`src/rtl/pin_cfg_pkg.sv`:
```
// Purpose: Shared constants for the pin function configuration register bank.
// Assumes: One 125 MHz clock, AXI4-Lite register access with 32-bit data.
// Notes:   Offsets, field positions, masks and cycle counts live here.

// ****************************************************************
// Package
// ****************************************************************
package pin_cfg_pkg;

	// Clock rate used to turn times into cycle counts.
	localparam int unsigned CLK_MHZ = 125;
	localparam int unsigned CLK_HZ  = CLK_MHZ * 1000000;

	// Register indices as printed; the byte address is four times the index.
	localparam logic [9:0]  CFG1_INDEX      = 10'h0a4;
	localparam logic [9:0]  CFG2_INDEX      = 10'h0a6;
	localparam logic [11:0] CFG1_ADDR       = {CFG1_INDEX, 2'b00};
	localparam logic [11:0] CFG2_ADDR       = {CFG2_INDEX, 2'b00};
	localparam logic [11:0] IRQ_STATUS_ADDR = 12'h300;
	localparam logic [11:0] IRQ_MASK_ADDR   = 12'h304;
	localparam logic [11:0] STATE_ADDR      = 12'h308;

	// Field positions of the input source and monitor register.
	localparam int MON_A_LSB = 19;
	localparam int MON_B_LSB = 7;
	localparam int STOP_LSB  = 5;
	localparam int ROT_LSB   = 3;
	localparam int SPEED_LSB = 1;

	// Field positions of the pin, sleep and watchdog register.
	localparam int SHARED_LSB  = 29;
	localparam int XTAL_BIT    = 27;
	localparam int SLEEP_LSB   = 18;
	localparam int WD_EN_BIT   = 17;
	localparam int WD_SRC_BIT  = 16;
	localparam int WD_ACT_BIT  = 15;
	localparam int WD_RATE_LSB = 13;

	// Writable bits; everything else is reserved and reads as zero.
	localparam logic [31:0] CFG1_MASK  = 32'hffff_fffe;
	localparam logic [31:0] CFG2_MASK  = 32'he80f_e000;
	localparam logic [31:0] CFG1_RESET = 32'h0000_0000;
	localparam logic [31:0] CFG2_RESET = 32'h0000_0000;

	// Source codes of the stop and rotation fields.
	localparam logic [1:0] SRC_PIN       = 2'h0;
	localparam logic [1:0] SRC_FORCE_ON  = 2'h1;
	localparam logic [1:0] SRC_FORCE_OFF = 2'h2;

	// Interrupt status bits.
	localparam int IRQ_W         = 2;
	localparam int IRQ_WD_BIT    = 0;
	localparam int IRQ_SLEEP_BIT = 1;

	// Sleep qualification times and their cycle counts.
	localparam int unsigned SLEEP_T0_US = 50;
	localparam int unsigned SLEEP_T1_US = 200;
	localparam int unsigned SLEEP_T2_MS = 20;
	localparam int unsigned SLEEP_T3_MS = 200;
	localparam int unsigned SLEEP_CYC0  = SLEEP_T0_US * CLK_MHZ;
	localparam int unsigned SLEEP_CYC1  = SLEEP_T1_US * CLK_MHZ;
	localparam int unsigned SLEEP_CYC2  = SLEEP_T2_MS * 1000 * CLK_MHZ;
	localparam int unsigned SLEEP_CYC3  = SLEEP_T3_MS * 1000 * CLK_MHZ;

	// Watchdog tickle rates and their period counts.
	localparam int unsigned WD_F0_HZ = 10;
	localparam int unsigned WD_F1_HZ = 5;
	localparam int unsigned WD_F2_HZ = 2;
	localparam int unsigned WD_F3_HZ = 1;
	localparam int unsigned WD_CYC0  = CLK_HZ / WD_F0_HZ;
	localparam int unsigned WD_CYC1  = CLK_HZ / WD_F1_HZ;
	localparam int unsigned WD_CYC2  = CLK_HZ / WD_F2_HZ;
	localparam int unsigned WD_CYC3  = CLK_HZ / WD_F3_HZ;

endpackage

```
`src/rtl/cfg_timer_if.sv`:
```
// Purpose: Control and result signals of one qualification or watchdog timer.
// Assumes: Both ends run on the same clock.
// Notes:   The controller drives limit, run and restart; the timer answers.

`timescale 1ns/1ps

// ****************************************************************
// Interface
// ****************************************************************
interface cfg_timer_if;
	logic [31:0] limit;
	logic        run;
	logic        restart;
	logic        fire;
	logic        active;

	modport ctrl  (output limit, output run, output restart, input fire, input active);
	modport timer (input limit, input run, input restart, output fire, output active);
endinterface

```
`src/rtl/sleep_qualifier.sv`:
```
// Purpose: Declares sleep once the speed input has stayed low for the limit.
// Assumes: limit is at least one cycle.
// Notes:   active holds until run drops; fire is a one-cycle entry pulse.

`timescale 1ns/1ps

// ****************************************************************
// Sleep qualifier
// ****************************************************************
module sleep_qualifier (
	// Clock and reset.
	input wire logic  clk,
	input wire logic  rstn,
	// Timer controls.
	cfg_timer_if.timer tmr
);
	logic [31:0] count_q;
	logic        active_q;
	logic        fire_q;
	logic        reach;

	// The count only advances while the input is low and sleep is not yet taken.
	assign reach      = tmr.run && !active_q && (count_q == tmr.limit - 32'h0000_0001);
	assign tmr.fire   = fire_q;
	assign tmr.active = active_q;

	// A high input at any point restarts the qualification from zero.
	always_ff @(posedge clk) begin
		if (!rstn || !tmr.run || tmr.restart) begin
			count_q  <= 32'h0000_0000;
			active_q <= 1'b0;
			fire_q   <= 1'b0;
		end else begin
			count_q  <= active_q ? count_q : count_q + 32'h0000_0001;
			active_q <= active_q | reach;
			fire_q   <= reach;
		end
	end
endmodule // sleep_qualifier

```
`src/rtl/watchdog_timer.sv`:
```
// Purpose: Expires when no tickle comes within one configured period.
// Assumes: limit is at least one cycle; restart is a one-cycle tickle.
// Notes:   Expiry restarts the period, so a dead source expires repeatedly.

`timescale 1ns/1ps

// ****************************************************************
// Watchdog timer
// ****************************************************************
module watchdog_timer (
	// Clock and reset.
	input wire logic  clk,
	input wire logic  rstn,
	// Timer controls.
	cfg_timer_if.timer tmr
);
	logic [31:0] count_q;
	logic        fire_q;
	logic        reach;

	assign reach      = tmr.run && !tmr.restart && (count_q >= tmr.limit - 32'h0000_0001);
	assign tmr.fire   = fire_q;
	assign tmr.active = tmr.run;

	// A tickle or a disable clears the count; a tickle in the expiry cycle wins.
	always_ff @(posedge clk) begin
		if (!rstn || !tmr.run || tmr.restart || reach) begin
			count_q <= 32'h0000_0000;
		end else begin
			count_q <= count_q + 32'h0000_0001;
		end
	end

	always_ff @(posedge clk) begin
		if (!rstn) begin
			fire_q <= 1'b0;
		end else begin
			fire_q <= reach;
		end
	end
endmodule // watchdog_timer

```
`src/rtl/pin_function_config_regs.sv`:
```
// Purpose: Pin function, sleep and external watchdog configuration registers.
// Assumes: AXI4-Lite master, pins already synchronous to clk.
// Notes:   All outputs are registered, so they follow register writes one cycle late.
//
// Function
// - Two 12-bit monitor variable addresses sit at bits 30-19 and 18-7 and reset to zero.
// - The stop source code follows the pin at 0, forces braking at 1, forbids it at 2.
// - The rotation source code follows the pin at 0 and forces clockwise order at 1.
// - The speed command source picks analog, PWM duty, serial bus or frequency input.
// - The shared pin code routes monitor B or the phase A, B or C current sense output.
// - The crystal pin bit, when set, puts monitor A and monitor B on the crystal pins.
// - Sleep is entered after the speed input stays low for 50 us, 200 us, 20 ms or 200 ms.
// - The external watchdog is supervised only while its enable bit is set.
// - The watchdog tickle comes from the serial bus at 0 and the input pin at 1.
// - On expiry the fault is only reported at 0, or latched with outputs floated at 1.
// - The tickle rate is 10, 5, 2 or 1 Hz and the far side must tickle at least that fast.
//
// Our own choice: the AXI4-Lite slave port.

`timescale 1ns/1ps

// ****************************************************************
// Top module
// ****************************************************************
module pin_function_config_regs #(
	parameter int unsigned SLEEP_CYC_0 = pin_cfg_pkg::SLEEP_CYC0,
	parameter int unsigned SLEEP_CYC_1 = pin_cfg_pkg::SLEEP_CYC1,
	parameter int unsigned SLEEP_CYC_2 = pin_cfg_pkg::SLEEP_CYC2,
	parameter int unsigned SLEEP_CYC_3 = pin_cfg_pkg::SLEEP_CYC3,
	parameter int unsigned WD_CYC_0    = pin_cfg_pkg::WD_CYC0,
	parameter int unsigned WD_CYC_1    = pin_cfg_pkg::WD_CYC1,
	parameter int unsigned WD_CYC_2    = pin_cfg_pkg::WD_CYC2,
	parameter int unsigned WD_CYC_3    = pin_cfg_pkg::WD_CYC3
) (
	// Clock and reset.
	input  wire logic        clk,
	input  wire logic        rstn,
	// AXI4-Lite write address and data.
	input  wire logic [11:0] s_axi_awaddr,
	input  wire logic        s_axi_awvalid,
	output logic             s_axi_awready,
	input  wire logic [31:0] s_axi_wdata,
	input  wire logic [3:0]  s_axi_wstrb,
	input  wire logic        s_axi_wvalid,
	output logic             s_axi_wready,
	// AXI4-Lite write response.
	output logic [1:0]       s_axi_bresp,
	output logic             s_axi_bvalid,
	input  wire logic        s_axi_bready,
	// AXI4-Lite read.
	input  wire logic [11:0] s_axi_araddr,
	input  wire logic        s_axi_arvalid,
	output logic             s_axi_arready,
	output logic [31:0]      s_axi_rdata,
	output logic [1:0]       s_axi_rresp,
	output logic             s_axi_rvalid,
	input  wire logic        s_axi_rready,
	// Pin and bus inputs.
	input  wire logic        brake_pin,
	input  wire logic        direction_pin,
	input  wire logic        speed_input_low,
	input  wire logic        i2c_tickle,
	input  wire logic        gpio_tickle_pin,
	// Configuration outputs.
	output logic [11:0]      monitor_a_variable_address,
	output logic [11:0]      monitor_b_variable_address,
	output logic             brake_active,
	output logic             direction_cw,
	output logic [1:0]       speed_command_source,
	output logic [1:0]       shared_pin_route,
	output logic             crystal_pin_repurpose,
	// Sleep, watchdog and interrupt outputs.
	output logic             sleep_request,
	output logic             motor_outputs_hiz,
	output logic             watchdog_fault,
	output logic             irq
);

	// ****************************************************************
	// Helpers
	// ****************************************************************

	// One-hot register select: cfg1, cfg2, status, mask, state.
	function automatic logic [4:0] reg_sel(input logic [11:0] addr);
		reg_sel = {addr == pin_cfg_pkg::STATE_ADDR,
			addr == pin_cfg_pkg::IRQ_MASK_ADDR,
			addr == pin_cfg_pkg::IRQ_STATUS_ADDR,
			addr == pin_cfg_pkg::CFG2_ADDR,
			addr == pin_cfg_pkg::CFG1_ADDR};
	endfunction

	// Byte lane merge of a write into an old value.
	function automatic logic [31:0] merge(input logic [31:0] old, input logic [31:0] data,
		input logic [3:0] strb);
		logic [31:0] m;
		m = {{8{strb[3]}}, {8{strb[2]}}, {8{strb[1]}}, {8{strb[0]}}};
		merge = (old & ~m) | (data & m);
	endfunction

	// ****************************************************************
	// Bus write channel
	// ****************************************************************
	logic        aw_held_q;
	logic        w_held_q;
	logic [11:0] aw_addr_q;
	logic [31:0] w_data_q;
	logic [3:0]  w_strb_q;
	logic        awready_q;
	logic        wready_q;
	logic        bvalid_q;
	logic [1:0]  bresp_q;
	logic        aw_take;
	logic        w_take;
	logic        wr_fire;
	logic        aw_held_d;
	logic        w_held_d;
	logic [4:0]  wr_sel;
	logic        wr_mapped;

	// Address and data are taken independently; the write happens once both are held.
	assign aw_take   = s_axi_awvalid && awready_q;
	assign w_take    = s_axi_wvalid && wready_q;
	assign wr_fire   = aw_held_q && w_held_q && !bvalid_q;
	assign aw_held_d = (aw_held_q || aw_take) && !wr_fire;
	assign w_held_d  = (w_held_q || w_take) && !wr_fire;
	assign wr_sel    = wr_fire ? reg_sel(aw_addr_q) : 5'h00;
	assign wr_mapped = |reg_sel(aw_addr_q);

	always_ff @(posedge clk) begin
		if (!rstn) begin
			aw_held_q <= 1'b0;
			w_held_q  <= 1'b0;
			awready_q <= 1'b1;
			wready_q  <= 1'b1;
		end else begin
			aw_held_q <= aw_held_d;
			w_held_q  <= w_held_d;
			awready_q <= !aw_held_d;
			wready_q  <= !w_held_d;
		end
	end

	// Payloads are captured without reset; they are only used once held.
	always_ff @(posedge clk) begin
		if (aw_take) begin
			aw_addr_q <= s_axi_awaddr;
		end
		if (w_take) begin
			w_data_q <= s_axi_wdata;
			w_strb_q <= s_axi_wstrb;
		end
	end

	// Unmapped addresses answer SLVERR and change nothing.
	always_ff @(posedge clk) begin
		if (!rstn) begin
			bvalid_q <= 1'b0;
			bresp_q  <= 2'b00;
		end else if (wr_fire) begin
			bvalid_q <= 1'b1;
			bresp_q  <= wr_mapped ? 2'b00 : 2'b10;
		end else if (s_axi_bready) begin
			bvalid_q <= 1'b0;
		end
	end

	// ****************************************************************
	// Registers
	// ****************************************************************
	localparam int IRQ_W_C = pin_cfg_pkg::IRQ_W;
	logic [31:0]          cfg1_q;
	logic [31:0]          cfg2_q;
	logic [IRQ_W_C-1:0]   stat_q;
	logic [IRQ_W_C-1:0]   mask_q;
	logic [IRQ_W_C-1:0]   events;
	logic [IRQ_W_C-1:0]   w1c;
	logic                 fault_latch_q;

	// Reserved bits are masked on every write so they always read zero.
	always_ff @(posedge clk) begin
		if (!rstn) begin
			cfg1_q <= pin_cfg_pkg::CFG1_RESET;
			cfg2_q <= pin_cfg_pkg::CFG2_RESET;
			mask_q <= '0;
		end else begin
			if (wr_sel[0]) begin
				cfg1_q <= merge(cfg1_q, w_data_q, w_strb_q) & pin_cfg_pkg::CFG1_MASK;
			end
			if (wr_sel[1]) begin
				cfg2_q <= merge(cfg2_q, w_data_q, w_strb_q) & pin_cfg_pkg::CFG2_MASK;
			end
			if (wr_sel[3] && w_strb_q[0]) begin
				mask_q <= w_data_q[IRQ_W_C-1:0];
			end
		end
	end

	// Status bits are write-one-to-clear; a new event in the clear cycle wins.
	assign w1c = (wr_sel[2] && w_strb_q[0]) ? w_data_q[IRQ_W_C-1:0] : '0;

	always_ff @(posedge clk) begin
		if (!rstn) begin
			stat_q <= '0;
		end else begin
			stat_q <= (stat_q & ~w1c) | events;
		end
	end

	// ****************************************************************
	// Bus read channel
	// ****************************************************************
	logic        arready_q;
	logic        rvalid_q;
	logic [31:0] rdata_q;
	logic [1:0]  rresp_q;
	logic        ar_take;
	logic        rvalid_d;
	logic [4:0]  rd_sel;
	logic [31:0] rd_word;
	logic [31:0] state_word;

	// Timer links are declared here because the state word reads them.
	cfg_timer_if sleep_tmr ();
	cfg_timer_if wd_tmr ();

	assign ar_take    = s_axi_arvalid && arready_q;
	assign rvalid_d   = (rvalid_q && !s_axi_rready) || ar_take;
	assign rd_sel     = reg_sel(s_axi_araddr);
	assign state_word = {29'h0000_0000, sleep_tmr.active, fault_latch_q, wd_tmr.active};
	assign rd_word    = ({32{rd_sel[0]}} & cfg1_q)
		| ({32{rd_sel[1]}} & cfg2_q)
		| ({32{rd_sel[2]}} & {30'h0000_0000, stat_q})
		| ({32{rd_sel[3]}} & {30'h0000_0000, mask_q})
		| ({32{rd_sel[4]}} & state_word);

	// Data is sampled when the address is taken and held until rready.
	always_ff @(posedge clk) begin
		if (!rstn) begin
			arready_q <= 1'b1;
			rvalid_q  <= 1'b0;
			rdata_q   <= 32'h0000_0000;
			rresp_q   <= 2'b00;
		end else begin
			arready_q <= !rvalid_d;
			rvalid_q  <= rvalid_d;
			if (ar_take) begin
				rdata_q <= rd_word;
				rresp_q <= (|rd_sel) ? 2'b00 : 2'b10;
			end
		end
	end

	// ****************************************************************
	// Sleep and watchdog timers
	// ****************************************************************
	logic        gpio_prev_q;
	logic        tickle;
	logic [1:0]  sleep_code;
	logic [1:0]  rate_code;

	assign sleep_code = cfg2_q[pin_cfg_pkg::SLEEP_LSB +: 2];
	assign rate_code  = cfg2_q[pin_cfg_pkg::WD_RATE_LSB +: 2];

	// Sleep qualification length by code.
	assign sleep_tmr.limit   = (sleep_code == 2'h0) ? 32'(SLEEP_CYC_0) :
		(sleep_code == 2'h1) ? 32'(SLEEP_CYC_1) :
		(sleep_code == 2'h2) ? 32'(SLEEP_CYC_2) : 32'(SLEEP_CYC_3);
	assign sleep_tmr.run     = speed_input_low;
	assign sleep_tmr.restart = 1'b0;

	// Tickle source select; the pin counts on its rising edge only.
	assign tickle = cfg2_q[pin_cfg_pkg::WD_SRC_BIT] ? (gpio_tickle_pin && !gpio_prev_q)
		: i2c_tickle;

	// One watchdog period per rate code.
	assign wd_tmr.limit   = (rate_code == 2'h0) ? 32'(WD_CYC_0) :
		(rate_code == 2'h1) ? 32'(WD_CYC_1) :
		(rate_code == 2'h2) ? 32'(WD_CYC_2) : 32'(WD_CYC_3);
	assign wd_tmr.run     = cfg2_q[pin_cfg_pkg::WD_EN_BIT];
	assign wd_tmr.restart = tickle;

	always_ff @(posedge clk) begin
		if (!rstn) begin
			gpio_prev_q <= 1'b0;
		end else begin
			gpio_prev_q <= gpio_tickle_pin;
		end
	end

	sleep_qualifier u_sleep (
		.clk  (clk),
		.rstn (rstn),
		.tmr  (sleep_tmr)
	);

	watchdog_timer u_wd (
		.clk  (clk),
		.rstn (rstn),
		.tmr  (wd_tmr)
	);

	assign events = {sleep_tmr.fire, wd_tmr.fire && wd_tmr.run};

	// Latched fault holds until software clears the watchdog status bit.
	always_ff @(posedge clk) begin
		if (!rstn) begin
			fault_latch_q <= 1'b0;
		end else if (events[0] && cfg2_q[pin_cfg_pkg::WD_ACT_BIT]) begin
			fault_latch_q <= 1'b1;
		end else if (w1c[0]) begin
			fault_latch_q <= 1'b0;
		end
	end

	// ****************************************************************
	// Output registers
	// ****************************************************************
	logic [1:0] stop_code;
	logic [1:0] rot_code;
	logic       brake_d;
	logic       dir_d;

	assign stop_code = cfg1_q[pin_cfg_pkg::STOP_LSB +: 2];
	assign rot_code  = cfg1_q[pin_cfg_pkg::ROT_LSB +: 2];
	// Undefined codes fall back to the pin, the safest guess.
	assign brake_d   = (stop_code == pin_cfg_pkg::SRC_FORCE_ON) ? 1'b1 :
		(stop_code == pin_cfg_pkg::SRC_FORCE_OFF) ? 1'b0 : brake_pin;
	assign dir_d     = (rot_code == pin_cfg_pkg::SRC_FORCE_ON) ? 1'b1 : direction_pin;

	always_ff @(posedge clk) begin
		if (!rstn) begin
			monitor_a_variable_address <= 12'h000;
			monitor_b_variable_address <= 12'h000;
			brake_active               <= 1'b0;
			direction_cw               <= 1'b0;
			speed_command_source       <= 2'h0;
			shared_pin_route           <= 2'h0;
			crystal_pin_repurpose      <= 1'b0;
			sleep_request              <= 1'b0;
			motor_outputs_hiz          <= 1'b0;
			watchdog_fault             <= 1'b0;
			irq                        <= 1'b0;
		end else begin
			monitor_a_variable_address <= cfg1_q[pin_cfg_pkg::MON_A_LSB +: 12];
			monitor_b_variable_address <= cfg1_q[pin_cfg_pkg::MON_B_LSB +: 12];
			brake_active               <= brake_d;
			direction_cw               <= dir_d;
			speed_command_source       <= cfg1_q[pin_cfg_pkg::SPEED_LSB +: 2];
			shared_pin_route           <= cfg2_q[pin_cfg_pkg::SHARED_LSB +: 2];
			crystal_pin_repurpose      <= cfg2_q[pin_cfg_pkg::XTAL_BIT];
			sleep_request              <= sleep_tmr.active;
			motor_outputs_hiz          <= fault_latch_q;
			watchdog_fault             <= stat_q[pin_cfg_pkg::IRQ_WD_BIT];
			irq                        <= |(stat_q & mask_q);
		end
	end

	// Bus outputs come straight from their flops.
	assign s_axi_awready = awready_q;
	assign s_axi_wready  = wready_q;
	assign s_axi_bvalid  = bvalid_q;
	assign s_axi_bresp   = bresp_q;
	assign s_axi_arready = arready_q;
	assign s_axi_rvalid  = rvalid_q;
	assign s_axi_rdata   = rdata_q;
	assign s_axi_rresp   = rresp_q;
endmodule // pin_function_config_regs

```
`config.mk`:
```
export PLATFORM = sky130hd
export DESIGN_NAME = pin_function_config_regs
export DESIGN_NICKNAME = d
export VERILOG_FILES = /design/src/rtl/pin_cfg_pkg.sv /design/src/rtl/cfg_timer_if.sv /design/src/rtl/sleep_qualifier.sv /design/src/rtl/watchdog_timer.sv /design/src/rtl/pin_function_config_regs.sv
export SDC_FILE = /design/constraint.sdc
export NUM_CORES = 1
export LEC_CHECK = 0
export ABC_AREA = 0
export BUFFER_PORTS_ARGS = -buffer_cell sky130_fd_sc_hd__buf_2
export CORE_UTILIZATION = 55
export DETAILED_ROUTE_END_ITERATION = 8
export GPL_ROUTABILITY_DRIVEN = 0
export PLACE_DENSITY = 0.73
export SETUP_SLACK_MARGIN = 0.05
export SLEW_MARGIN = 10
export SYNTH_ARGS = -nofsm -noshare
export SYNTH_HDL_FRONTEND = slang
export SYNTH_SLANG_ARGS = --single-unit
```
`constraint.sdc`:
```
create_clock -name clk -period 2.9 [get_ports clk]
set_input_delay 0.145 -clock clk [delete_from_list [all_inputs] [get_ports clk]]
set_output_delay 0.145 -clock clk [all_outputs]
set_load 0.02 [all_outputs]
```
# == After elaboration in Yosys (flattened, before gate mapping) ==
# Cells that the tools add are included.
# word_totals
regBits,241
latchBits,0
ramBits,0
romBits,0
in_bits,72
output_inout_bits,76
elab_cells,139
n_memories,0
# op_classes
add_sub_neg,4
multipliers,0
div,0
order_cmp,1
n_eq_ne,18
shift,0
n_mux,18
n_bitwise,20
reduce_logical,43
# op_table
op,n
OR 32 bit,6
AND 32 bit,5
== test 12 x 10 -> 1 bit (second input constant),10
two-way mux 27 bit,3
two-way mux 25 bit,3
adder 32 x 1 -> 32 bit (second input constant),2
AND 32 x 2 -> 32 bit,2
AND 32 x 3 -> 32 bit,1
== test 32 bit,1
greater-or-equal comparator 32 bit,1
NOT 32 bit,1
subtractor 27 x 1 -> 28 bit (second input constant),1
subtractor 25 x 1 -> 26 bit (second input constant),1
logical AND 1 bit,17
zero test 1 bit,12
OR reduction 5 bit,2
== test 2 x 1 -> 1 bit (second input constant),4
two-way mux 1 bit,8
logical OR 1 bit,7
== test 2 bit (second input constant),3
two-way mux 2 bit,3
AND 2 bit,2
zero test 2 bit,2
two-way mux 4 bit,1
other kinds (5),6

# == Depth between registers and ports, before layout ==
# logic_depth
word_depth,8
ltp_mapped,12
mapped_depth_nobuf,10

# == By module ==
# Synthesis repeated with hierarchy kept, for this count alone.
# hier_totals
cells_unflattened,1206
area_unflattened_um2,11526.1
# by_module_without_submodules
module,n_inst,cells_each,area_per_inst_um2,seq_area_each_um2
pin_function_config_regs,1,556,6206.0,3923.8
watchdog_timer,1,323,2723.9,660.6
sleep_qualifier,1,327,2596.2,680.7

# == Worst setup path before layout ==
# Ideal clock, no wire load.
# synth_timing
path_kind,register to register
start,reg with a tool-made name
end,reg u_wd.count_q[17]
setup_ps,78
t_arrival_ps,2531
t_required_ps,2822
slack_ps,291
stages_incl_launch_ff,12
path_buffers,2
synth_period_minus_slack_ps,2609
cell_sequence,dfxtp_1 inv_1 ha_1 or2_2 ha_1 nand4b_1 and3b_1 a211oi_1 o211ai_1 buf_2 buf_4 nor3_1
# synth_lines
item,line_no,source
to (signal assigned),watchdog_timer.sv:30,count_q <= count_q + 32'h0000_0001;
to (decl),watchdog_timer.sv:17,logic [31:0] count_q;

==> flow_summary.yaml <==
cells_and_area:
  drive_gt1_share_pct: 20.5
  num-nets-final: 1243
  areaGrowthSynthToFinish_pct: 24.4
  multiInputGateArea_mm2: 0.00418
  stdcell_count: 1380
  final_cell_area_mm2: 0.0122
  antennaDiodeCount: 0
  final_common_cell: "dfxtp_1"
  final-seq-area_mm2: 0.00527
  fillerInstances: 1319
  final_cell_mix: "dfxtp_1 (189), buf_2 (144), nand2_1 (106), dlygate4sd3_1 (55), nor2_1 (54)"
floorplan:
  core_area_mm2: 0.0174
  start_util_pct: 56.4
  ios: 148
  fp.dieH_um: 135
  rows: 48
  die_w_um: 135
  dieArea_mm2: 0.0184
clocking:
  cts_tree: "done"
  cts_buffers: 24
  numClockSinks: 239
  cts_root_buf: "clkbuf_16"
  clk_path_buf_depth: 3
  cts.clk_slew.worst_paths_ns: 0.07
  worstSkewPairLatency_ns: 0.51
  cts_max_level: 1
timing:
  finalHoldViolCount: 0
  min_period_over_period_pct: 90.6
  tightest_slew_ns: 1.09
  fmax_mhz: 381
  rsz0062_at_grt: "false"
  min_period_ns: 2.63
  tns_ns: 0
  timing.clock.skew_ns: 0.0100
  slew_viol_final: 0
  slew_headroom_pct: 27.6
  setup-violations-final: 0
outcome:
  status: "complete, no violations"
placed_design:
  postPlaceCellArea_mm2: 0.0108
  hpwl_mm: 13.9
  dp_cells: 1281
  port_buffers: 145
route:
  wl_per_cell_um: 15.6
  drtAntennaViolNets: 0
  drc: 0
  first_pass_iters: 4
  viasPerCell: 5.26
  drt-initial-drc-count: 390
  wl_mm: 21.5
  vias: 7255
worst_setup_path:
  arrival_ns: 3.08
  cp-end-kind: "register"
  crit_fanout: 7
  worst_r2r_path_depth: 8
  crit_required_ns: 3.35
  worstSetupPathType: "reg2reg"
  start_kind: "register"
logic_synthesis:
  postSynthAreaPerCell_um2: 10.5
  synth_area_mm2: 0.00980
  synth_edf_count: 48
  synth-seq-area-share_pct: 53.7
  synthCells: 934
  ys_ff_latch: 239
  synthFlopType: "dfxtp_1"
  synthArstFlopShare_pct: 0
  synth_cell_type_count: 74
  ys.warnings.count: 0
grt:
  grtUsageTotal_pct: 23.7
  grt_pass1_vias: 7080
  grt_pass1_wl_mm: 34.5
  grt_max_degree: 126
  grt_overflow: 0
  antenna_found_initial: 0
power:
  vdd_ir_drop_max_v: 0.000515
  cellLeakagePower_nw: 5.36
  power.density_mw_per_mm2: 588
job:
  cap_violations: 0
hold_path:
  min_path_cells: 4
  hp-class: "in2reg"
area by class of cell:
cell class / instances / area share, %
tap: 225 / 2.31
timing repair buffer: 216 / 11.7
sequential: 239 / 43.2
inverter: 47 / 1.45
clock inverter: 12 / 1.34
clock buffer: 32 / 5.76
multi-input combinational: 609 / 34.3
power breakdown:
part / switching (mW) / internal [mW]
Clock: 1.26 / 2.05
Sequential: 0.0394 / 3.48
Combinational: 0.191 / 0.151
Total: 1.49 / 5.68
per-stage QoR:
stage | worst slack [ns] | utilization, % | total power, mW | hold slack [ns]
5_1_grt | 0.0801 | 70.2 | 7.39 | 0.0677
6_report | 0.273 | 70.2 | 7.17 | 0.0614
2_1_floorplan | 0.291 | - | 3.74 | 0.244
4_1_cts | 0.157 | 70.1 | 7.22 | 0.0459
3_3_place_gp | 0.483 | 62.0 | 3.86 | 0.322
3_5_place_dp | 0.459 | 62.0 | 3.87 | 0.323
cells by family (layout without fill, tap and decap cells):
family / after synthesis / count (layout) / share of synthesized area (%)
AO/OA/AOI/OAI: 95 / 95 / 6.67
XOR/XNOR: 61 / 61 / 5.45
adder cells (fa/ha/maj): 35 / 35 / 4.44
buffers and inverters: 92 / 307 / 4.07
flip-flops: 239 / 239 / 53.7
multiplexers: 44 / 44 / 4.52
other: 2 / 8 / 0.0767
AND/OR/NAND/NOR: 366 / 366 / 21.0
path summary, 6_finish.rpt:
path / to / slack [ns] / startpoint
max: u_sleep.tmr.active$_SDFF_PP0_ / 0.27 / register
min: s_axi_rdata[9]$_SDFFE_PN0P_ / 0.06 / s_axi_araddr[3]
max reg2reg: u_sleep.tmr.active$_SDFF_PP0_ / 0.27 / register
min reg2reg: monitor_b_variable_address[8]$_SDFF_PN0_ / 0.44 / register
cells in the mapped netlist (all sizes together), types with 15 or more instances:
master  count  share of area, %
dfxtp     191                39
nand2     110               4.8
nor2       54               2.1
edfxtp     48                15
inv        47               1.8
xor2       46               4.1
mux2i      42               4.3
nand3      41               2.2
ha         34               4.3
nor3       33               1.9
clkbuf     31               1.2
o21ai      26               1.3
nand4      23               1.5
a21boi     20               1.5
nor2b      20               1.3
and2       17               1.1
xnor2      15               1.3
worst max-delay path, stage by stage, from the launching register on:
cell and delay, ns:
dfxtp_2 0.42, inv_1 0.13, ha_1 0.36, xor2_1 0.16, nor4_1 0.29, nand4_1 0.18, a2111oi_4 0.34, a31o_2 0.15
dlygate4sd3_1 0.53
what timing repair did:
item                                   CTS  global route
gates resized for setup                  0             3
endpoints found under the hold margin   55             0
setup endpoints to repair                0             1
buffers inserted                         0             0
hold buffers                            55             0
metal layers:
metal  GRT usage [%]  part of all wire (%)
met1            29.6                    43
met3            3.82                   4.0
met2            41.0                    49
met4            8.93                   3.3
met5               0                     0
Note: power is estimated with default switching activity, not from simulation.
